## config.mk

```make
export PLATFORM = sky130hd
export DESIGN_NAME = fcs_command_unit
export DESIGN_NICKNAME = d
export VERILOG_FILES = /design/src/verilog/fcs_command_unit.v
export VERILOG_INCLUDE_DIRS = /design/src /design/src/verilog
export SDC_FILE = /design/constraint.sdc
export NUM_CORES = 1
export LEC_CHECK = 0
export BUFFER_PORTS_ARGS = -buffer_cell sky130_fd_sc_hd__buf_2
export CAP_MARGIN = 20
export CORE_MARGIN = 3
export CORE_UTILIZATION = 56
export DETAILED_ROUTE_END_ITERATION = 12
export HOLD_SLACK_MARGIN = 0.12
export PLACE_DENSITY_LB_ADDON = 0.12
export SLEW_MARGIN = 30
export SYNTH_ARGS = -nofsm -noshare
export SYNTH_HDL_FRONTEND = slang
export SYNTH_SLANG_ARGS = --single-unit
```

## constraint.sdc

```tcl
create_clock -name core_clk -period 2.65 [get_ports core_clk]
set_clock_uncertainty 0.2 [all_clocks]
set_input_delay 0.53 -clock core_clk [delete_from_list [all_inputs] [get_ports core_clk]]
set_output_delay 0.53 -clock core_clk [all_outputs]
set_load 0.02 [all_outputs]
```

## src/verilog/fcs_regs.vh

```
// Command codes, status field positions, reset values and timing counts
`ifndef FCS_REGS_VH
`define FCS_REGS_VH

`define FCS_CMD_CFG_SETUP   16'h0060
`define FCS_CMD_RSW_CONFIRM 16'h0003
`define FCS_CMD_DCW_CONFIRM 16'h0004
`define FCS_CMD_LOCK        16'h0001
`define FCS_CMD_LOCKDOWN    16'h002f
`define FCS_CMD_OTP         16'h00c0
`define FCS_CMD_CLR_STATUS  16'h0050
`define FCS_CMD_RD_ARRAY    16'h00ff
`define FCS_CMD_RD_STATUS   16'h0070
`define FCS_CMD_RD_IDENT    16'h0090
`define FCS_CMD_RD_QUERY    16'h0098
`define FCS_CMD_WORD_PGM    16'h0041
`define FCS_CMD_BUF_PGM     16'h00e9
`define FCS_CMD_FAST_PGM    16'h0080
`define FCS_CMD_ERASE       16'h0020
`define FCS_CMD_CONFIRM     16'h00d0
`define FCS_CMD_SUSPEND     16'h00b0
`define FCS_CMD_BLANK       16'h00bc

// Read modes per partition
`define FCS_MODE_ARRAY      2'h0
`define FCS_MODE_STATUS     2'h1
`define FCS_MODE_IDENT      2'h2
`define FCS_MODE_QUERY      2'h3

// Identifier-space offset of the read setup word
`define FCS_RSW_OFFSET      16'h0005

// Status word fields
`define FCS_SR_REGION_HI    9
`define FCS_SR_REGION_LO    8
`define FCS_SR_READY        7
`define FCS_SR_ERS_SUSP     6
`define FCS_SR_ERR_HI       5
`define FCS_SR_ERR_LO       4
`define FCS_SR_VPP_ERR      3
`define FCS_SR_PGM_SUSP     2
`define FCS_SR_LOCK_ERR     1
`define FCS_SR_PART         0

// Reset values
`define FCS_SR_RESET        16'h0080
`define FCS_RSW_RESET       16'h8000
`define FCS_DCW_RESET       16'h0004

// Array operation time in ns and derived cycles at 100 MHz
`define FCS_CLK_NS          10
`define FCS_OP_NS           640
`define FCS_OP_CYCLES       (`FCS_OP_NS / `FCS_CLK_NS)

`endif

```

## src/verilog/fcs_command_unit.v

```verilog
// Command interpreter and status word for a partitioned flash
`timescale 1ns/1ps
`include "fcs_regs.vh"

module fcs_command_unit #(
    parameter OP_CYCLES = `FCS_OP_CYCLES
) (
    // Clock and reset
    input  wire        core_clk,
    input  wire        arst_n,
    // Host bus, one cycle per completed write or read
    input  wire        busWrite,
    input  wire        busRead,
    input  wire [25:0] busAddr,
    input  wire [15:0] busData,
    // Array side status
    input  wire        programVoltageLow,
    input  wire        blockLocked,
    input  wire        arrayFail,
    input  wire [1:0]  regionError,
    // Read path
    output reg  [15:0] readData,
    output reg  [1:0]  readMode,
    // Configuration words
    output reg  [15:0] readSetupWord,
    output reg  [15:0] driverConfigurationWord,
    // Array commands as one-cycle pulses, then operation address, data and status word
    output reg         pgmStart,
    output reg         otpStart,
    output reg         bufPgmStart,
    output reg         fastPgmStart,
    output reg         eraseStart,
    output reg         blankStart,
    output reg         lockSet,
    output reg         lockClear,
    output reg         lockDownSet,
    output reg  [25:0] opAddr,
    output reg  [15:0] opData,
    output reg  [15:0] deviceStateWord
);

    localparam [2:0] ST_IDLE  = 3'h0;
    localparam [2:0] ST_CFG   = 3'h1;
    localparam [2:0] ST_ERASE = 3'h2;
    localparam [2:0] ST_BUF   = 3'h3;
    localparam [2:0] ST_FAST  = 3'h4;
    localparam [2:0] ST_BLANK = 3'h5;
    localparam [2:0] ST_PGM   = 3'h6;
    localparam [2:0] ST_OTP   = 3'h7;

    localparam [1:0] OP_NONE  = 2'h0;
    localparam [1:0] OP_PGM   = 2'h1;
    localparam [1:0] OP_ERASE = 2'h2;
    localparam [1:0] OP_BLANK = 2'h3;

    reg [2:0]  seq_q;
    reg [15:0] modes_q;
    reg [1:0]  op_q;
    reg [2:0]  opPart_q;
    reg [15:0] opCnt_q;
    reg        ersSusp_q;
    reg        pgmSusp_q;
    reg [15:0] savedCnt_q;
    reg [1:0]  errCode_q;
    reg [1:0]  region_q;
    reg        vppErr_q;
    reg        lockErr_q;

    // Partition index is the top three address bits
    wire [2:0] part    = busAddr[25:23];
    wire       busy    = (op_q != OP_NONE);

    function [1:0] mode_of;
        input [15:0] modes;
        input [2:0]  idx;
        begin
            mode_of = modes[idx*2 +: 2];
        end
    endfunction

    function [15:0] set_mode;
        input [15:0] modes;
        input [2:0]  idx;
        input [1:0]  m;
        reg   [15:0] t;
        begin
            t = modes;
            t[idx*2 +: 2] = m;
            set_mode = t;
        end
    endfunction

    // Code left in bits 5:4 by an operation that completes
    function [1:0] end_code;
        input [1:0] op;
        input       fail;
        input       rgnErr;
        begin
            end_code = 2'h0;
            if (fail)
                end_code = (op == OP_PGM) ? 2'h1 : 2'h2;
            if (rgnErr)
                end_code = end_code | 2'h1;
        end
    endfunction

    // Outcome of an operation ending this cycle; a clear in the same cycle must not hide it
    wire       opEnds    = busy && (programVoltageLow || opCnt_q == 16'h0000);
    wire       endVpp    = busy && programVoltageLow;
    wire       endOk     = opEnds && !endVpp;
    wire       endLock   = endOk && blockLocked && (op_q != OP_BLANK);
    wire       endRgn    = endOk && (op_q == OP_PGM) && (regionError != 2'h0);
    wire       endFail   = endOk && !endLock && arrayFail;
    wire [1:0] endErr    = end_code(op_q, endFail, endRgn);
    wire [1:0] endRegion = endRgn ? regionError : 2'h0;

    // Status word assembly; upper bits hard zero
    wire [15:0] statusNow = {6'h00, region_q, ~busy, ersSusp_q, errCode_q,
                             vppErr_q, pgmSusp_q, lockErr_q,
                             busy ? (opPart_q != part) : 1'b0};

    always @(posedge core_clk or negedge arst_n) begin
        if (!arst_n) begin
            seq_q                   <= ST_IDLE;
            modes_q                 <= 16'h0000;
            op_q                    <= OP_NONE;
            opPart_q                <= 3'h0;
            opCnt_q                 <= 16'h0000;
            ersSusp_q               <= 1'b0;
            pgmSusp_q               <= 1'b0;
            savedCnt_q              <= 16'h0000;
            errCode_q               <= 2'h0;
            region_q                <= 2'h0;
            vppErr_q                <= 1'b0;
            lockErr_q               <= 1'b0;
            readSetupWord           <= `FCS_RSW_RESET;
            driverConfigurationWord <= `FCS_DCW_RESET;
            readData                <= 16'h0000;
            readMode                <= `FCS_MODE_ARRAY;
            pgmStart                <= 1'b0;
            otpStart                <= 1'b0;
            bufPgmStart             <= 1'b0;
            fastPgmStart            <= 1'b0;
            eraseStart              <= 1'b0;
            blankStart              <= 1'b0;
            lockSet                 <= 1'b0;
            lockClear               <= 1'b0;
            lockDownSet             <= 1'b0;
            opAddr                  <= 26'h0000000;
            opData                  <= 16'h0000;
            deviceStateWord         <= `FCS_SR_RESET;
        end else begin
            pgmStart     <= 1'b0;
            otpStart     <= 1'b0;
            bufPgmStart  <= 1'b0;
            fastPgmStart <= 1'b0;
            eraseStart   <= 1'b0;
            blankStart   <= 1'b0;
            lockSet      <= 1'b0;
            lockClear    <= 1'b0;
            lockDownSet  <= 1'b0;
            deviceStateWord <= statusNow;

            // Running operation: count down, then record outcome
            if (busy) begin
                if (endVpp) begin
                    vppErr_q <= 1'b1;
                    op_q     <= OP_NONE;
                end else if (opEnds) begin
                    op_q      <= OP_NONE;
                    lockErr_q <= lockErr_q | endLock;
                    errCode_q <= errCode_q | endErr;
                    region_q  <= region_q | endRegion;
                end else begin
                    opCnt_q <= opCnt_q - 16'h0001;
                end
            end

            // Reads never disturb a pending sequence
            if (busRead) begin
                readMode <= mode_of(modes_q, part);
                if (mode_of(modes_q, part) == `FCS_MODE_STATUS)
                    readData <= statusNow;
                else if (mode_of(modes_q, part) == `FCS_MODE_IDENT &&
                         busAddr[15:0] == `FCS_RSW_OFFSET)
                    readData <= readSetupWord;
                else
                    readData <= 16'h0000;
            end

            if (busWrite) begin
                case (seq_q)
                ST_IDLE: begin
                    opAddr <= busAddr;
                    case (busData)
                    `FCS_CMD_RD_ARRAY:
                        modes_q <= set_mode(modes_q, part, `FCS_MODE_ARRAY);
                    `FCS_CMD_RD_STATUS:
                        modes_q <= set_mode(modes_q, part, `FCS_MODE_STATUS);
                    `FCS_CMD_RD_IDENT:
                        modes_q <= set_mode(modes_q, part, `FCS_MODE_IDENT);
                    `FCS_CMD_RD_QUERY:
                        modes_q <= set_mode(modes_q, part, `FCS_MODE_QUERY);
                    `FCS_CMD_CLR_STATUS: begin
                        // An outcome landing in this same cycle survives the clear
                        errCode_q <= endErr;
                        region_q  <= endRegion;
                        vppErr_q  <= endVpp;
                        lockErr_q <= endLock;
                        modes_q   <= set_mode(modes_q, part, `FCS_MODE_STATUS);
                    end
                    `FCS_CMD_CFG_SETUP: begin
                        seq_q   <= ST_CFG;
                        modes_q <= set_mode(modes_q, part, `FCS_MODE_STATUS);
                    end
                    `FCS_CMD_ERASE:     seq_q <= ST_ERASE;
                    `FCS_CMD_BUF_PGM:   seq_q <= ST_BUF;
                    `FCS_CMD_FAST_PGM:  seq_q <= ST_FAST;
                    `FCS_CMD_BLANK:     seq_q <= ST_BLANK;
                    `FCS_CMD_WORD_PGM: begin
                        seq_q   <= ST_PGM;
                        modes_q <= set_mode(modes_q, part, `FCS_MODE_STATUS);
                    end
                    `FCS_CMD_OTP:       seq_q <= ST_OTP;
                    `FCS_CMD_SUSPEND: begin
                        if (op_q == OP_PGM) begin
                            pgmSusp_q  <= 1'b1;
                            savedCnt_q <= opCnt_q;
                            op_q       <= OP_NONE;
                        end else if (op_q == OP_ERASE) begin
                            ersSusp_q  <= 1'b1;
                            savedCnt_q <= opCnt_q;
                            op_q       <= OP_NONE;
                        end
                    end
                    `FCS_CMD_CONFIRM: begin
                        // Only one saved context: a nested program resumes first
                        if (pgmSusp_q && !busy) begin
                            pgmSusp_q <= 1'b0;
                            op_q      <= OP_PGM;
                            opCnt_q   <= savedCnt_q;
                            modes_q   <= set_mode(modes_q, opPart_q, `FCS_MODE_STATUS);
                        end else if (ersSusp_q && !busy) begin
                            ersSusp_q <= 1'b0;
                            op_q      <= OP_ERASE;
                            opCnt_q   <= savedCnt_q;
                            modes_q   <= set_mode(modes_q, opPart_q, `FCS_MODE_STATUS);
                        end
                    end
                    default: begin
                        errCode_q <= 2'h3;
                        region_q  <= 2'h3;
                    end
                    endcase
                end
                // Data write that follows a one-cycle program setup
                ST_PGM, ST_OTP: begin
                    seq_q    <= ST_IDLE;
                    opAddr   <= busAddr;
                    opData   <= busData;
                    pgmStart <= (seq_q == ST_PGM);
                    otpStart <= (seq_q == ST_OTP);
                    if (!busy) begin
                        op_q     <= OP_PGM;
                        opPart_q <= part;
                        opCnt_q  <= OP_CYCLES[15:0];
                    end
                end
                default: begin
                    // Second write of a two-cycle command
                    seq_q  <= ST_IDLE;
                    opAddr <= busAddr;
                    if (seq_q == ST_CFG && busData == `FCS_CMD_RSW_CONFIRM) begin
                        readSetupWord <= busAddr[15:0];
                        modes_q <= set_mode(modes_q, part, `FCS_MODE_ARRAY);
                    end else if (seq_q == ST_CFG && busData == `FCS_CMD_DCW_CONFIRM) begin
                        driverConfigurationWord <= busAddr[15:0];
                        modes_q <= set_mode(modes_q, part, `FCS_MODE_ARRAY);
                    end else if (seq_q == ST_CFG && busData == `FCS_CMD_LOCK) begin
                        lockSet <= 1'b1;
                    end else if (seq_q == ST_CFG && busData == `FCS_CMD_CONFIRM) begin
                        lockClear <= 1'b1;
                    end else if (seq_q == ST_CFG && busData == `FCS_CMD_LOCKDOWN) begin
                        lockDownSet <= 1'b1;
                    end else if (busData == `FCS_CMD_CONFIRM && seq_q != ST_CFG && !busy) begin
                        modes_q  <= set_mode(modes_q, part, `FCS_MODE_STATUS);
                        opPart_q <= part;
                        opCnt_q  <= OP_CYCLES[15:0];
                        case (seq_q)
                        ST_ERASE: begin
                            eraseStart <= 1'b1;
                            op_q       <= OP_ERASE;
                        end
                        ST_BLANK: begin
                            blankStart <= 1'b1;
                            op_q       <= OP_BLANK;
                        end
                        ST_BUF: begin
                            bufPgmStart <= 1'b1;
                            op_q        <= OP_PGM;
                        end
                        default: begin
                            fastPgmStart <= 1'b1;
                            op_q         <= OP_PGM;
                        end
                        endcase
                    end else begin
                        // Any other write aborts; status shows sequence error
                        errCode_q <= 2'h3;
                    end
                end
                endcase
            end
        end
    end

endmodule // fcs_command_unit

```

# After elaboration in Yosys (flattened, before gate mapping)
# Cells that the tools add are included.
# op_classes
addsub	3
eq_ne	50
shift	8
n_mux	162
n_bitwise	8
n_reduce_logical	45
# ops
operator	n
$mux W16	26
$shiftx A2 B34 Y16 const A	5
$eq A16 B8 Y1 const B	9
$bwmux W16	5
$pmux W16 S5	1
$mux W1	77
$neg A4 Y34	2
$shift A2 B34 Y16 const A	2
$mux W2	33
$eq A16 B7 Y1 const B	4
$pmux W16 S2	2
$eq A16 B3 Y1 const B	2
$eq A16 B6 Y1 const B	2
$mux W3	8
$pmux W2 S2	6
$pmux W3 S7	1
$logic_and A1 B1 Y1	19
$eq A16 B1 Y1 const B	1
$eq A16 B2 Y1 const B	1
$logic_not A16 Y1	1
$ne A2 B2 Y1 const B	8
$shiftx A16 B5 Y2	1
$sub A16 B1 Y16 const B	1
$reduce_or A13 Y1	1
other kinds (32)	58
# word_totals
regBits	175
input_bits	51

# Depth between registers and ports, before layout
# Gate-level depths: netlist (run 1).
# logic_depth
word_depth	23
mapped_depth	11

# Worst setup path before layout (run 1)
# Ideal clock, no wire load.
# synth_path
path_kind	input port to flip-flop
from	input port busData[1]
to	register modes_q[2]
setup_ns	0.132
t_arrival_ns	2.346
required_time_ns	2.318
slack_ns	-0.028
cell_stages	8
path_buffers	1
cell_sequence	buf_6 -> or4b_4 -> a2111oi_4 -> nor3_2 -> o221ai_1 -> nand2_1 -> o41ai_2 -> o21ai_1
# synth_via
elab_chain_cells	5
elab_cells_between_ends	31
# synth_rtl
item	line_no	source
from (decl)	fcs_command_unit.v:15	input wire [15:0] busData,
parallel branches: the longest is 5 deep, another holds $eq A16 B7 Y1	n/a	
to (signal assigned)	fcs_command_unit.v:275	modes_q <= set_mode(modes_q, part, `FCS_MODE_ARRAY);
to (signal assigned)	fcs_command_unit.v:278	modes_q <= set_mode(modes_q, part, `FCS_MODE_ARRAY);
to (signal assigned)	fcs_command_unit.v:286	modes_q <= set_mode(modes_q, part, `FCS_MODE_STATUS);
to (decl)	fcs_command_unit.v:57	reg [15:0] modes_q;
# Several ways; the timed one is not identified.
# A chain may end at the register's enable or synchronous reset.

# Worst setup path in the final report (run 1)
# layout_path
from	register opCnt_q[11]
to	register opCnt_q[11]
# layout_via
elab_chain_cells	14
elab_cells_between_ends	19
# layout_rtl
item	line_no	source
from (decl)	fcs_command_unit.v:60	reg [15:0] opCnt_q;
from (signal assigned)	fcs_command_unit.v:175	opCnt_q <= opCnt_q - 16'h0001;
from (signal assigned)	fcs_command_unit.v:241	opCnt_q <= savedCnt_q;
from (signal assigned)	fcs_command_unit.v:246	opCnt_q <= savedCnt_q;
parallel branches: the longest is 5 deep, another holds $sub A16 B1 Y16	n/a	
$mux W16 *	fcs_command_unit.v:165	if (busy) begin
$mux W16	fcs_command_unit.v:285	end else if (busData == `FCS_CMD_CONFIRM && seq_q != ST_CFG && !busy) begin
$mux W16	fcs_command_unit.v:283	end else if (seq_q == ST_CFG && busData == `FCS_CMD_LOCKDOWN) begin
$mux W16	fcs_command_unit.v:281	end else if (seq_q == ST_CFG && busData == `FCS_CMD_CONFIRM) begin
$mux W16	fcs_command_unit.v:279	end else if (seq_q == ST_CFG && busData == `FCS_CMD_LOCK) begin
$mux W16	fcs_command_unit.v:276	end else if (seq_q == ST_CFG && busData == `FCS_CMD_DCW_CONFIRM) begin
$mux W16	fcs_command_unit.v:273	if (seq_q == ST_CFG && busData == `FCS_CMD_RSW_CONFIRM) begin
$pmux W16 S2	fcs_command_unit.v:192	case (seq_q)
$mux W16 *	fcs_command_unit.v:191	if (busWrite) begin
# Mark *: on every way between the ends.

==> results of run 1 <==
## cell usage in the layout, fill, tap and decap left out, types with 5 or more instances in the layout
master	count
sky130_fd_sc_hd__xor2_1	5
sky130_fd_sc_hd__nor4b_1	5
sky130_fd_sc_hd__or3_1	7
sky130_fd_sc_hd__a22oi_1	11
sky130_fd_sc_hd__buf_4	115
sky130_fd_sc_hd__a21oi_1	40
sky130_fd_sc_hd__conb_1	6
sky130_fd_sc_hd__nand2b_1	5
sky130_fd_sc_hd__inv_1	29
sky130_fd_sc_hd__nor4_1	16
sky130_fd_sc_hd__o21ai_1	6
sky130_fd_sc_hd__nor2_1	52
sky130_fd_sc_hd__nand3_1	18
sky130_fd_sc_hd__inv_6	5
sky130_fd_sc_hd__buf_12	9
sky130_fd_sc_hd__a31oi_1	12
sky130_fd_sc_hd__and2_1	8
sky130_fd_sc_hd__dfrtp_1	172
sky130_fd_sc_hd__nand2_1	63
sky130_fd_sc_hd__o31ai_1	6
sky130_fd_sc_hd__buf_2	160
sky130_fd_sc_hd__clkbuf_16	17
sky130_fd_sc_hd__nor3_1	14
sky130_fd_sc_hd__mux2_2	85
sky130_fd_sc_hd__xnor2_1	11
sky130_fd_sc_hd__ha_1	12
sky130_fd_sc_hd__o21ai_0	64
sky130_fd_sc_hd__nand4_1	8
sky130_fd_sc_hd__and4_1	11
sky130_fd_sc_hd__or2_2	6
## synth_stat cells (all sizes together), types with 12 or more instances
library cell,n
nor2,56
clkbuf,17
buf,24
a31oi,12
nand2,65
dfrtp,172
nand3,18
mux2,85
and4,12
ha,12
nor4,19
o21ai,71
a21oi,42
inv,29
nor3,18
## routing by layer
layer / share of wire, % / routed length, um / vias up / global-route usage, %
li1: - / - / 3453 / -
met1: 42 / 10950 / 3823 / 42.33
met2: 49 / 12650 / 356 / 51.23
met3: 6.9 / 1775 / 31 / 5.239
met4: 1.5 / 382 / 0 / 8.435
met5: 0 / 0 / - / 0
## timing repair
action | 4_1_cts | 5_1_grt
hold buffers | 1 | 0
setup endpoints to repair | 1 | 11
resized for setup | 1 | 9
endpoints found under the hold margin | 55 | 0
## final timing paths
kind,start,to,slack [ns],depth (start not counted)
setup / recovery,opCnt_q[11]$_DFF_PN0_,opCnt_q[11]$_DFF_PN0_,0.16,8
hold / removal,busAddr[22],opAddr[22]$_DFFE_PN0P_,0.13,2
setup reg to reg,opCnt_q[11]$_DFF_PN0_,opCnt_q[11]$_DFF_PN0_,0.16,8
hold reg to reg,lockErr_q$_DFF_PN0_,deviceStateWord[1]$_DFF_PN0_,0.21,0
max in group asynchronous,arst_n,driverConfigurationWord[2]$_DFFE_PN1P_,1.09,3
min in group asynchronous,arst_n,region_q[1]$_DFF_PN0_,0.47,2
## critical path: stages (launching register included)
cell                      delay, ns
sky130_fd_sc_hd__dfrtp_1       0.39
sky130_fd_sc_hd__or4_4         0.59
sky130_fd_sc_hd__or3_1         0.41
sky130_fd_sc_hd__o21ai_2       0.22
sky130_fd_sc_hd__buf_4         0.17
sky130_fd_sc_hd__or2_2         0.15
sky130_fd_sc_hd__nor2_1        0.06
sky130_fd_sc_hd__xnor2_1       0.11
sky130_fd_sc_hd__o21ai_0       0.13
## per-stage QoR
| step | worst slack (ns) | cell area [um^2] | std cells | TNS (ns) | hold WS, ns |
|---|---|---|---|---|---|
| 6_report | 0.1645 | 11170 | 1266 | 0 | 0.1310 |
| 5_1_grt | 0.007536 | 11170 | 1266 | 0 | 0.1221 |
| 4_1_cts | 0.04965 | 11140 | 1266 | 0 | 0.1220 |
| 3_5_place_dp | -0.2499 | 10500 | 1233 | -10.66 | 0.1870 |
| 3_3_place_gp | -0.1923 | 10500 | 1233 | -9.852 | 0.1833 |
| 2_1_floorplan | 0.009005 | 8633 | 805 | 0 | 0.03441 |
## power breakdown
group / leakage (nW) / internal, mW / total (mW) / switching, mW
clock: 0.306 / 1.52 / 2.67 / 1.15
combinational: 2.79 / 0.612 / 1.46 / 0.846
sequential: 2.26 / 2.87 / 3.02 / 0.153
## kinds of logic after synthesis
logic type | count (synthesis) | share of synthesized area [%]
flip-flops | 175 | 50.89
other | 1 | 0.04354
XOR/XNOR | 16 | 1.627
adder cells (fa/ha/maj) | 12 | 1.743
buffers and inverters | 70 | 3.821
AND/OR/NAND/NOR | 257 | 16.49
AO/OA/AOI/OAI | 178 | 12.99
multiplexers | 91 | 12.39
## area by class of cell
type	instances	area share, %
Multi-Input combinational cell	560	35.44
Clock inverter	15	1.781
Inverter	29	0.9745
Timing Repair Buffer	286	16.70
Sequential cell	175	39.24
Clock buffer	17	3.808
Tap cell	184	2.061
## sequential cells by signal (all words and copies together), names as in the netlist, 2 cells and up
signal and cells:
readMode 2, readData 16, modes_q 16, readSetupWord 16, deviceStateWord 10, seq_q 3
opData 16, errCode_q 2, opCnt_q 16, driverConfigurationWord 16, savedCnt_q 16, op_q 2
region_q 2, opPart_q 3, opAddr 26
==> tab_implementation.tex, run 1 <==
\begin{tabular}{lr}
\hline
Metric & Value \\
\hline
\multicolumn{2}{l}{\textbf{Placement}} \\
Estimated wirelength of the detail-placed design & 18,930 um \\
Gp weighted congestion & 0.9367 \\
PortBufs & 161 \\
\multicolumn{2}{l}{\textbf{Final layout}} \\
Share of post-route cells with drive strength above 1 & 41.13\% \\
Area taken by flip-flops and latches & 4383 um\^{}2 \\
Diodes inserted & 0 \\
Fill cells & 980 \\
Final cell utilization of the core & 75.43\% \\
Final \#Nets & 1,132 \\
Area occupied by multi-input gates & 3959 um\^{}2 \\
Area grow syn2layout & 29.71\% \\
\multicolumn{2}{l}{\textbf{Clock network}} \\
Num Clock Sinks & 175 \\
Later-pin clock latency in the skew report & 0.43 ns \\
Register clock-pin slew on the reported worst setup and hold paths & 0.07 ns \\
\# Post-CTS Setup Buffers & 0 \\
Number of buffers on the longest clock path & 2 \\
TritonCTS clock tree & built \\
Number of CTS-inserted buffers & 17 \\
Cell chosen for the clock root & sky130\_fd\_sc\_hd\_\_clkbuf\_16 \\
Maximum level of the CTS H-tree & 4 \\
\multicolumn{2}{l}{\textbf{Min path}} \\
Path class of the lowest-slack min-delay path & in2reg \\
\multicolumn{2}{l}{\textbf{Floorplan}} \\
Total Die Area & 16,900 um\^{}2 \\
Die W & 130.0 um \\
Std-Cell Rows & 44 \\
Core Footprint & 14,810 um\^{}2 \\
Total I/O pin count & 168 \\
Vertical extent of the die & 130.0 um \\
Starting utilization of the core area & 58.15\% \\
\multicolumn{2}{l}{\textbf{Synthesis}} \\
Async set-or-reset flop fraction in the synthesized netlist & 100.0\% \\
Number of enable flip-flop cells after synthesis & 0 \\
Post-synthesis area per instance & 10.77 um\^{}2 \\
Leading register cell type out of synthesis & sky130\_fd\_sc\_hd\_\_dfrtp\_1 \\
Part of the Yosys area used for sequential elements & 50.89\% \\
Synth unique cells & 76 \\
Area fraction of the dominant cell type after synthesis & 49.98\% \\
Number of warnings issued by yosys & 0 \\
Yosys reg bits & 175 \\
Main area contributors after synthesis & sky130\_fd\_sc\_hd\_\_dfrtp\_1 (50\%), sky130\_fd\_sc\_hd\_\_mux2\_2 (11\%), sky130\_fd\_sc\_hd\_\_o21ai\_0 (3.8\%) \\
Synthesized netlist cell count & 800 \\
Library cell occupying the most area in the post-synthesis netlist & sky130\_fd\_sc\_hd\_\_dfrtp\_1 \\
Netlist Area Pre-Place & 8612 um\^{}2 \\
\multicolumn{2}{l}{\textbf{Detailed routing}} \\
Routed Wire Length & 25,760 um \\
DRC marker count from the first detailed-route iteration & 693 \\
Via count of the routed design & 7,663 \\
Avg WL per Cell & 20.35 um \\
DRC violation count after routing & 0 \\
Post-route ant nets & 0 \\
Vias per inst & 6.053 \\
Router iterations before antenna repair & 6 \\
\multicolumn{2}{l}{\textbf{Timing}} \\
Final hold violations & 0 \\
Final critical-path required period & 2.485 ns \\
Highest clock rate & 0.4023 GHz \\
Final slew viol count & 0 \\
Setup-violating endpoint count in the final report & 0 \\
Remaining max-slew budget at the tightest pin & 53.74\% \\
Unrepaired setup endpoints after global routing & no \\
Slew @ Worst Pin & 0.6876 ns \\
Final period util & 93.79\% \\
\multicolumn{2}{l}{\textbf{Pwr}} \\
Power after layout & 7.156 mW \\
Power Dens Cells & 640.6 nW/um\^{}2 \\
Leakage Power & 5.348 nW \\
Largest vdd supply drop & 0.4585 mV \\
\multicolumn{2}{l}{\textbf{Critical path}} \\
Maximum fanout along the worst path & 4 \\
Crit Path Class & reg2reg \\
CP Capture Type & register \\
Sort of element at the start of the critical path & register \\
Data arrival at the endpoint of the critical path & 2.64 ns \\
WP data required & 2.81 ns \\
\multicolumn{2}{l}{\textbf{Global routing}} \\
Remaining global-route overflow & 0 \\
Global-route wire length before repair & 40,610 um \\
Maximum number of pins on one net before global-route repair & 60 \\
Number of antenna violations at the first check in global routing & 0 \\
Total Routing Usage GR & 30.86\% \\
Vias in the first global route & 7,580 \\
\multicolumn{2}{l}{\textbf{Run}} \\
Total of max-cap violations & 0 \\
\multicolumn{2}{l}{\textbf{Run status}} \\
Outcome & finished clean \\
\hline
\end{tabular}
(Power assumes the default switching activity.)
==> run 2: changes to the inputs <==
--- a/config.mk
+++ b/config.mk
@@ -14,4 +14,5 @@
 export HOLD_SLACK_MARGIN = 0.12
 export PLACE_DENSITY_LB_ADDON = 0.12
+export REMOVE_ABC_BUFFERS = 1
 export SLEW_MARGIN = 30
 export SYNTH_ARGS = -nofsm -noshare
--- a/constraint.sdc
+++ b/constraint.sdc
@@ -3,3 +3,3 @@
 set_input_delay 0.53 -clock core_clk [delete_from_list [all_inputs] [get_ports core_clk]]
 set_output_delay 0.53 -clock core_clk [all_outputs]
-set_load 0.02 [all_outputs]
+set_load 0.005 [all_outputs]
==> run 2 against run 1 <==
Combinational power fell by 16%. Critical endpoint is now opCnt_q[13]$_DFF_PN0_. Maximum frequency decreased by 1.9%. Largest cell class unchanged. Die area unchanged. Routed wire length down 2.5%. Final area up 0.34%.
==> tab_implementation.tex, run 2 (same netlist as run 1, synthesis figures left out) <==
\begin{tabular}{lr}
\hline
Metric & Value \\
\hline
\multicolumn{2}{l}{\textbf{Critical path}} \\
WP data required & 2.74 ns (-0.07 ns) \\
Crit Path Class & reg2reg \\
Data arrival at the endpoint of the critical path & 2.63 ns (about the same) \\
Cell family contributing the most delay on the critical path & simple AND/OR/NAND/NOR gates \\
CP Capture Type & register \\
Sort of element at the start of the critical path & register \\
Maximum fanout along the worst path & 5 (+1) \\
Slowest stage cell, crit path & sky130\_fd\_sc\_hd\_\_dfrtp\_1 \\
Largest stage delay on the critical path & 0.44 ns (-0.15 ns) \\
Buffering stage count on the worst path with inverters included & 1 (unchanged) \\
Ordered cell list for the critical path & inv\_1 -> ha\_1 -> nor2\_1 -> and4\_1 -> o21ai\_1 -> or2\_2 -> o41ai\_1 -> o221ai\_1 \\
\multicolumn{2}{l}{\textbf{Final layout}} \\
Area occupied by multi-input gates & 3945 um\^{}2 (-0.35\%) \\
Fill cells & 1,050 (+7.1\%) \\
Max FFs per register & 26 (unchanged) \\
Finished layout cell area & 11,210 um\^{}2 (+0.34\%) \\
Final cell count without fillers & 1,281 (+1.2\%) \\
Share of post-route cells with drive strength above 1 & 41.39\% (+0.26 points) \\
Area grow syn2layout & 30.15\% \\
Most common library cell in the layout ignoring fill and taps & sky130\_fd\_sc\_hd\_\_dfrtp\_1 \\
Top register by number of flip-flops & opAddr \\
Area taken by flip-flops and latches & 4383 um\^{}2 (unchanged) \\
Highest-count cells in the layout ignoring fill and taps & sky130\_fd\_sc\_hd\_\_dfrtp\_1 (172), sky130\_fd\_sc\_hd\_\_buf\_2 (160), sky130\_fd\_sc\_hd\_\_buf\_4 (128), sky130\_fd\_sc\_hd\_\_mux2\_2 (85), sky130\_fd\_sc\_hd\_\_o21ai\_0 (65) \\
Final \#Nets & 1,147 (+1.3\%) \\
Diodes inserted & 0 (unchanged) \\
\multicolumn{2}{l}{\textbf{Global routing}} \\
Number of antenna violations at the first check in global routing & 0 (unchanged) \\
Vias in the first global route & 7,699 (+1.6\%) \\
Maximum number of pins on one net before global-route repair & 51 (-15\%) \\
Global-route wire length before repair & 39,790 um (-2.0\%) \\
Remaining global-route overflow & 0 (unchanged) \\
Total Routing Usage GR & 30.34\% (-0.52 points) \\
\multicolumn{2}{l}{\textbf{Clock network}} \\
Number of buffers on the longest clock path & 2 (unchanged) \\
Num Clock Sinks & 175 (unchanged) \\
TritonCTS clock tree & built \\
\# Post-CTS Setup Buffers & 0 (unchanged) \\
Maximum level of the CTS H-tree & 4 (unchanged) \\
Later-pin clock latency in the skew report & 0.44 ns (about the same) \\
Number of CTS-inserted buffers & 17 (unchanged) \\
Register clock-pin slew on the reported worst setup and hold paths & 0.07 ns (about the same) \\
Cell chosen for the clock root & sky130\_fd\_sc\_hd\_\_clkbuf\_16 \\
\multicolumn{2}{l}{\textbf{Detailed routing}} \\
Routed Wire Length & 25,110 um (-2.5\%) \\
Vias per inst & 5.991 (-1.0\%) \\
Post-route ant nets & 0 (unchanged) \\
Via count of the routed design & 7,675 (+0.16\%) \\
Router iterations before antenna repair & 7 (+1) \\
DRC marker count from the first detailed-route iteration & 663 (-4.3\%) \\
Avg WL per Cell & 19.60 um (-3.7\%) \\
DRC violation count after routing & 0 (unchanged) \\
\multicolumn{2}{l}{\textbf{Floorplan}} \\
Core Footprint & 14,810 um\^{}2 (unchanged) \\
Total I/O pin count & 168 (unchanged) \\
Starting utilization of the core area & 58.15\% (unchanged) \\
Die W & 130.0 um (unchanged) \\
Std-Cell Rows & 44 (unchanged) \\
Total Die Area & 16,900 um\^{}2 (unchanged) \\
Vertical extent of the die & 130.0 um (unchanged) \\
\multicolumn{2}{l}{\textbf{Timing}} \\
Slack of the critical path & 0.1152 ns (-0.04932 ns) \\
Unrepaired setup endpoints after global routing & no \\
Final slew viol count & 0 (unchanged) \\
Final period util & 95.65\% (+1.9 points) \\
Accumulated negative setup slack & 0 ns (unchanged) \\
Setup-violating endpoint count in the final report & 0 (unchanged) \\
Final critical-path required period & 2.535 ns (+0.04932 ns) \\
Remaining max-slew budget at the tightest pin & 54.03\% (+0.30 points) \\
Final hold violations & 0 (unchanged) \\
Highest clock rate & 0.3945 GHz (-1.9\%) \\
Slew @ Worst Pin & 0.6895 ns (+0.001874 ns) \\
\multicolumn{2}{l}{\textbf{Placement}} \\
Standard cell area after detailed placement & 10,550 um\^{}2 (+0.55\%) \\
Number of placed instances, taps included & 1,244 (+0.89\%) \\
Estimated wirelength of the detail-placed design & 18,520 um (-2.2\%) \\
Pre-CTS setup slack & -0.3646 ns (-0.1147 ns) \\
Gp weighted congestion & 0.9556 (+2.0\%) \\
PortBufs & 161 (unchanged) \\
\multicolumn{2}{l}{\textbf{Run}} \\
Total of max-cap violations & 0 (unchanged) \\
\multicolumn{2}{l}{\textbf{Pwr}} \\
Largest vdd supply drop & 0.4886 mV (+6.6\%) \\
Power Dens Cells & 599.5 nW/um\^{}2 (-6.4\%) \\
Leakage Power & 5.395 nW (+0.86\%) \\
\multicolumn{2}{l}{\textbf{Run status}} \\
Outcome & finished clean \\
\multicolumn{2}{l}{\textbf{Min path}} \\
Path class of the lowest-slack min-delay path & in2reg \\
\hline
\end{tabular}
## run 2: path summary, 6_finish.rpt
kind | start | end | slack, ns | cells after the start
max | op_q[0]$_DFF_PN0_ | opCnt_q[13]$_DFF_PN0_ | 0.12 | 8
min | busAddr[16] | opAddr[16]$_DFFE_PN0P_ | 0.13 | 2
max reg2reg | op_q[0]$_DFF_PN0_ | opCnt_q[13]$_DFF_PN0_ | 0.12 | 8
min reg2reg | lockErr_q$_DFF_PN0_ | deviceStateWord[1]$_DFF_PN0_ | 0.21 | 0
max in group asynchronous | arst_n | readSetupWord[15]$_DFFE_PN1P_ | 0.99 | 3
min in group asynchronous | arst_n | opData[2]$_DFFE_PN0P_ | 0.42 | 2
## run 2: report_power, final
group | total [mW] | internal (mW) | switching (mW) | leakage [nW]
Clock | 2.43 | 1.25 | 1.18 | 0.282
Combinational | 1.23 | 0.543 | 0.685 | 2.86
Sequential | 3.06 | 2.87 | 0.187 | 2.26
## run 2: per-stage QoR
step | utilization, % | power [mW] | hold slack, ns
2_1_floorplan | - | 3.639 | 0.03441
3_3_place_gp | 71.27 | 4.192 | 0.1879
3_5_place_dp | 71.27 | 4.277 | 0.1909
4_1_cts | 75.51 | 6.720 | 0.1212
5_1_grt | 75.68 | 7.030 | 0.1289
6_report | 75.68 | 6.719 | 0.1340
## run 2: what timing repair did
action,CTS,global route
endpoints found under the setup margin,0,15
hold buffers,5,0
hold endpoints to repair,47,0
gates resized for setup,0,6
## run 2: worst reg2reg max path, stage by stage (launching register included)
cell and delay, ns:
sky130_fd_sc_hd__dfrtp_1 0.44, sky130_fd_sc_hd__inv_1 0.10, sky130_fd_sc_hd__ha_1 0.27, sky130_fd_sc_hd__nor2_1 0.21, sky130_fd_sc_hd__and4_1 0.21, sky130_fd_sc_hd__o21ai_1 0.10
sky130_fd_sc_hd__or2_2 0.35, sky130_fd_sc_hd__o41ai_1 0.31, sky130_fd_sc_hd__o221ai_1 0.19
## run 2: area by class of cell
cell class | instances | area share (%)
flip-flops and latches | 175 | 39.10
multi-input cells | 560 | 35.20
repair buffers | 301 | 17.52
clock buffers | 17 | 3.796
well taps | 184 | 2.054
clock inverters | 15 | 1.362
inverters | 29 | 0.9712
## run 2: per-layer routing
metal / track usage (%) / part of all wire (%) / up-vias
met3: 5.853 / 6.2 / 61
met4: 11.55 / 2.8 / 0
met5: 0 / 0 / -
li1: - / - / 3491
met1: 40.54 / 43 / 3806
met2: 49.50 / 48 / 317
==> run 3: changes to the inputs <==
- ABC_AREA: not set -> 1
- CORE_UTILIZATION: 56 -> 57
==> run 3 against run 2 <==
Clock-buffer cell count stayed put. Worst setup slack gained 0.050 ns. Combinational power is 43% lower. Sequential cell count stayed put. Final area grew 4.1%. Sequential share of layout area is 1.5 points lower. Register-to-register slack improved by 0.05 ns. Total power is 11% lower. Via count up 22%. Critical path type unchanged. Largest cell class is now multi-input combinational cells. Largest power group unchanged.
==> tab_implementation.tex, run 3 <==
\begin{tabular}{lr}
\hline
Metric & Value \\
\hline
\multicolumn{2}{l}{\textbf{Run status}} \\
Outcome & finished clean \\
\multicolumn{2}{l}{\textbf{Synthesis}} \\
Number of warnings issued by yosys & 0 (unchanged) \\
Synth unique cells & 46 (-39\%) \\
Yosys reg bits & 175 (unchanged) \\
Number of enable flip-flop cells after synthesis & 0 (unchanged) \\
Post-synthesis area per instance & 7.427 um\^{}2 (-31\%) \\
Library cell occupying the most area in the post-synthesis netlist & sky130\_fd\_sc\_hd\_\_dfrtp\_1 \\
Async set-or-reset flop fraction in the synthesized netlist & 100.0\% (unchanged) \\
Synthesized netlist cell count & 1,310 (+64\%) \\
Netlist Area Pre-Place & 9729 um\^{}2 (+13\%) \\
Synth cell count leaders & sky130\_fd\_sc\_hd\_\_nand2\_1 (373), sky130\_fd\_sc\_hd\_\_dfrtp\_1 (172), sky130\_fd\_sc\_hd\_\_nor2\_1 (162) \\
Main area contributors after synthesis & sky130\_fd\_sc\_hd\_\_dfrtp\_1 (44\%), sky130\_fd\_sc\_hd\_\_nand2\_1 (14\%), sky130\_fd\_sc\_hd\_\_o21ai\_0 (6.5\%) \\
Part of the Yosys area used for sequential elements & 45.05\% (-5.8 points) \\
Area fraction of the dominant cell type after synthesis & 44.24\% (-5.7 points) \\
Leading register cell type out of synthesis & sky130\_fd\_sc\_hd\_\_dfrtp\_1 \\
Dominant cell by count in the synthesized netlist & sky130\_fd\_sc\_hd\_\_nand2\_1 \\
\multicolumn{2}{l}{\textbf{Floorplan}} \\
Core Footprint & 16,640 um\^{}2 (+12\%) \\
Starting utilization of the core area & 58.46\% (+0.31 points) \\
Total I/O pin count & 168 (unchanged) \\
Die W & 136.7 um (+5.1\%) \\
Vertical extent of the die & 136.7 um (+5.1\%) \\
Std-Cell Rows & 47 (+6.8\%) \\
Total Die Area & 18,670 um\^{}2 (+10\%) \\
\multicolumn{2}{l}{\textbf{Final layout}} \\
Highest-count cells in the layout ignoring fill and taps & sky130\_fd\_sc\_hd\_\_nand2\_1 (373), sky130\_fd\_sc\_hd\_\_dfrtp\_1 (172), sky130\_fd\_sc\_hd\_\_nor2\_1 (162), sky130\_fd\_sc\_hd\_\_buf\_2 (160), sky130\_fd\_sc\_hd\_\_inv\_1 (129) \\
Final \#Nets & 1,565 (+36\%) \\
Finished layout cell area & 11,660 um\^{}2 (+4.1\%) \\
Area grow syn2layout & 19.89\% \\
Max FFs per register & 26 (unchanged) \\
Most common library cell in the layout ignoring fill and taps & sky130\_fd\_sc\_hd\_\_nand2\_1 \\
Final cell count without fillers & 1,736 (+36\%) \\
Top register by number of flip-flops & opAddr \\
Share of post-route cells with drive strength above 1 & 19.47\% (-22 points) \\
\multicolumn{2}{l}{\textbf{Critical path}} \\
WP data required & 2.75 ns (about the same) \\
Maximum fanout along the worst path & 8 (+3) \\
Data arrival at the endpoint of the critical path & 2.59 ns (-0.04 ns) \\
Crit Path Class & reg2reg \\
Buffering stage count on the worst path with inverters included & 2 (+1) \\
Largest stage delay on the critical path & 0.42 ns (-0.02 ns) \\
Slowest stage cell, crit path & sky130\_fd\_sc\_hd\_\_dfrtp\_1 \\
Sort of element at the start of the critical path & register \\
CP Capture Type & register \\
Cell family contributing the most delay on the critical path & simple AND/OR/NAND/NOR gates \\
Ordered cell list for the critical path & inv\_1 -> ha\_1 -> inv\_1 -> nand2\_1 -> nand2\_1 -> nor2\_1 -> nand4\_1 -> nand3\_1 -> o21ai\_0 \\
\multicolumn{2}{l}{\textbf{Timing}} \\
Final hold violations & 0 (unchanged) \\
Remaining max-slew budget at the tightest pin & 65.69\% (+12 points) \\
Final slew viol count & 0 (unchanged) \\
Accumulated negative setup slack & 0 ns (unchanged) \\
Unrepaired setup endpoints after global routing & no \\
Setup-violating endpoint count in the final report & 0 (unchanged) \\
Final critical-path required period & 2.485 ns (-0.04973 ns) \\
Highest clock rate & 0.4024 GHz (+2.0\%) \\
Slew @ Worst Pin & 0.5146 ns (-0.1749 ns) \\
Final period util & 93.78\% (-1.9 points) \\
\multicolumn{2}{l}{\textbf{Clock network}} \\
Cell chosen for the clock root & sky130\_fd\_sc\_hd\_\_clkbuf\_16 \\
Number of buffers on the longest clock path & 2 (unchanged) \\
\# Post-CTS Setup Buffers & 0 (unchanged) \\
Maximum level of the CTS H-tree & 4 (unchanged) \\
Later-pin clock latency in the skew report & 0.43 ns (about the same) \\
Register clock-pin slew on the reported worst setup and hold paths & 0.07 ns (about the same) \\
Num Clock Sinks & 175 (unchanged) \\
Number of CTS-inserted buffers & 17 (unchanged) \\
TritonCTS clock tree & built \\
\multicolumn{2}{l}{\textbf{Detailed routing}} \\
Post-route ant nets & 0 (unchanged) \\
Sum of met2 wire segment lengths after detailed routing & 12,530 um (+3.1\%) \\
Uppermost routed layer & met5 \\
WL met1 & 11,980 um (+12\%) \\
Amount of wire on met3 after detailed routing & 1990 um (+28\%) \\
Routed Wire Length & 27,000 um (+7.5\%) \\
Vias per inst & 5.411 (-9.7\%) \\
Via count of the routed design & 9,393 (+22\%) \\
DRC violation count after routing & 0 (unchanged) \\
DRC marker count from the first detailed-route iteration & 760 (+15\%) \\
Avg WL per Cell & 15.55 um (-21\%) \\
Router iterations before antenna repair & 5 (-2) \\
\multicolumn{2}{l}{\textbf{Min path}} \\
Path class of the lowest-slack min-delay path & in2reg \\
\multicolumn{2}{l}{\textbf{Placement}} \\
Estimated wirelength of the detail-placed design & 19,540 um (+5.5\%) \\
PortBufs & 161 (unchanged) \\
Gp weighted congestion & 0.9789 (+2.4\%) \\
Number of placed instances, taps included & 1,695 (+36\%) \\
Standard cell area after detailed placement & 11,010 um\^{}2 (+4.3\%) \\
\multicolumn{2}{l}{\textbf{Global routing}} \\
Vias in the first global route & 8,607 (+12\%) \\
Global-route wire length before repair & 43,750 um (+10\%) \\
Number of antenna violations at the first check in global routing & 1 (+1) \\
Remaining global-route overflow & 0 (unchanged) \\
Maximum number of pins on one net before global-route repair & 54 (+5.9\%) \\
Total Routing Usage GR & 29.38\% (-0.96 points) \\
\multicolumn{2}{l}{\textbf{Pwr}} \\
Largest vdd supply drop & 0.4750 mV (-2.8\%) \\
Power after layout & 5.994 mW (-11\%) \\
Power Dens Cells & 513.9 nW/um\^{}2 (-14\%) \\
Leakage Power & 6.024 nW (+12\%) \\
\multicolumn{2}{l}{\textbf{Run}} \\
Total of max-cap violations & 0 (unchanged) \\
\hline
\end{tabular}
## run 3: changes by cell type in the layout (fill, tap and decap cells not counted), sizes merged, moves of 24 or more
| cell | delta |
|---|---|
| nand4 | +24 |
| nor2 | +121 |
| o21ai | +59 |
| buf | -84 |
| nand2 | +314 |
| nand3 | +64 |
| inv | +105 |
| mux2 | -72 |
## run 3: timing repair
item                      in CTS  in global routing
hold endpoints to repair      55                  0
hold buffers                   8                  0
resized for setup              0                  0
## run 3: final cells by class
class / count / area (um^2)
multi-input combinational: 953 / 4574
antenna: 1 / 2.502
sequential: 175 / 4383
clock buffer: 17 / 425.4
clock inverter: 15 / 147.6
timing repair buffer: 220 / 1350
tap: 220 / 275.3
fill: 1387 / 4977
inverter: 135 / 506.7
## run 3: where the power goes
| group | leakage (nW) | switching (mW) | total (mW) | internal [mW] |
|---|---|---|---|---|
| combinational | 3.50 | 0.449 | 0.696 | 0.247 |
| sequential | 2.26 | 0.0788 | 2.87 | 2.79 |
| clock | 0.264 | 1.19 | 2.43 | 1.25 |
| total | 6.02 | 1.71 | 5.99 | 4.28 |
## run 3: final timing paths
kind / cells after the start / slack (ns) / end / startpoint
setup / recovery: 9 / 0.16 / opCnt_q[14]$_DFF_PN0_ / op_q[0]$_DFF_PN0_
hold / removal: 2 / 0.15 / opData[14]$_DFFE_PN0P_ / busData[14]
setup reg to reg: 9 / 0.16 / opCnt_q[14]$_DFF_PN0_ / op_q[0]$_DFF_PN0_
hold reg to reg: 0 / 0.18 / deviceStateWord[5]$_DFF_PN0_ / errCode_q[1]$_DFF_PN0_
max in group asynchronous: 3 / 1.14 / readSetupWord[15]$_DFFE_PN1P_ / arst_n
min in group asynchronous: 2 / 0.42 / opCnt_q[2]$_DFF_PN0_ / arst_n
## run 3: logic make-up (layout without fill, tap and decap cells)
kind of cell / after synthesis / in the layout / share of synthesized area (%)
muxes: 13 / 13 / 1.505
xor gates and xnor gates: 11 / 11 / 0.9902
DFF: 175 / 175 / 45.05
adders and majority gates: 12 / 12 / 1.543
buffers and inverters: 187 / 387 / 8.127
and+or+nand+nor: 709 / 709 / 31.78
other: 1 / 7 / 0.03854
AOI/OAI and AO/OA: 202 / 202 / 10.97
## run 3: routing by layer
metal	GRT usage (%)	up-vias
met5	0	-
met4	8.455	2
met3	5.368	44
met2	46.41	367
met1	41.69	4357
li1	-	4623
## run 3: stage by stage
stage                     utilization, %  hold WS [ns]  setup slack (ns)
after global routing               70.08        0.1430           0.02883
after detailed placement           66.15        0.1620           0.08546
after global placement             66.15        0.1581            0.1291
after floorplan                        -       0.03441          0.005021
final                              70.09        0.1477            0.1649
after CTS                          70.08        0.1363            0.2453
## run 3: worst reg2reg max path, cell delays in order, from the launching register on
cell	delay (ns)
sky130_fd_sc_hd__dfrtp_1	0.42
sky130_fd_sc_hd__inv_1	0.09
sky130_fd_sc_hd__ha_1	0.33
sky130_fd_sc_hd__inv_1	0.27
sky130_fd_sc_hd__nand2_1	0.33
sky130_fd_sc_hd__nand2_1	0.18
sky130_fd_sc_hd__nor2_1	0.24
sky130_fd_sc_hd__nand4_1	0.13
sky130_fd_sc_hd__nand3_1	0.10
sky130_fd_sc_hd__o21ai_0	0.09
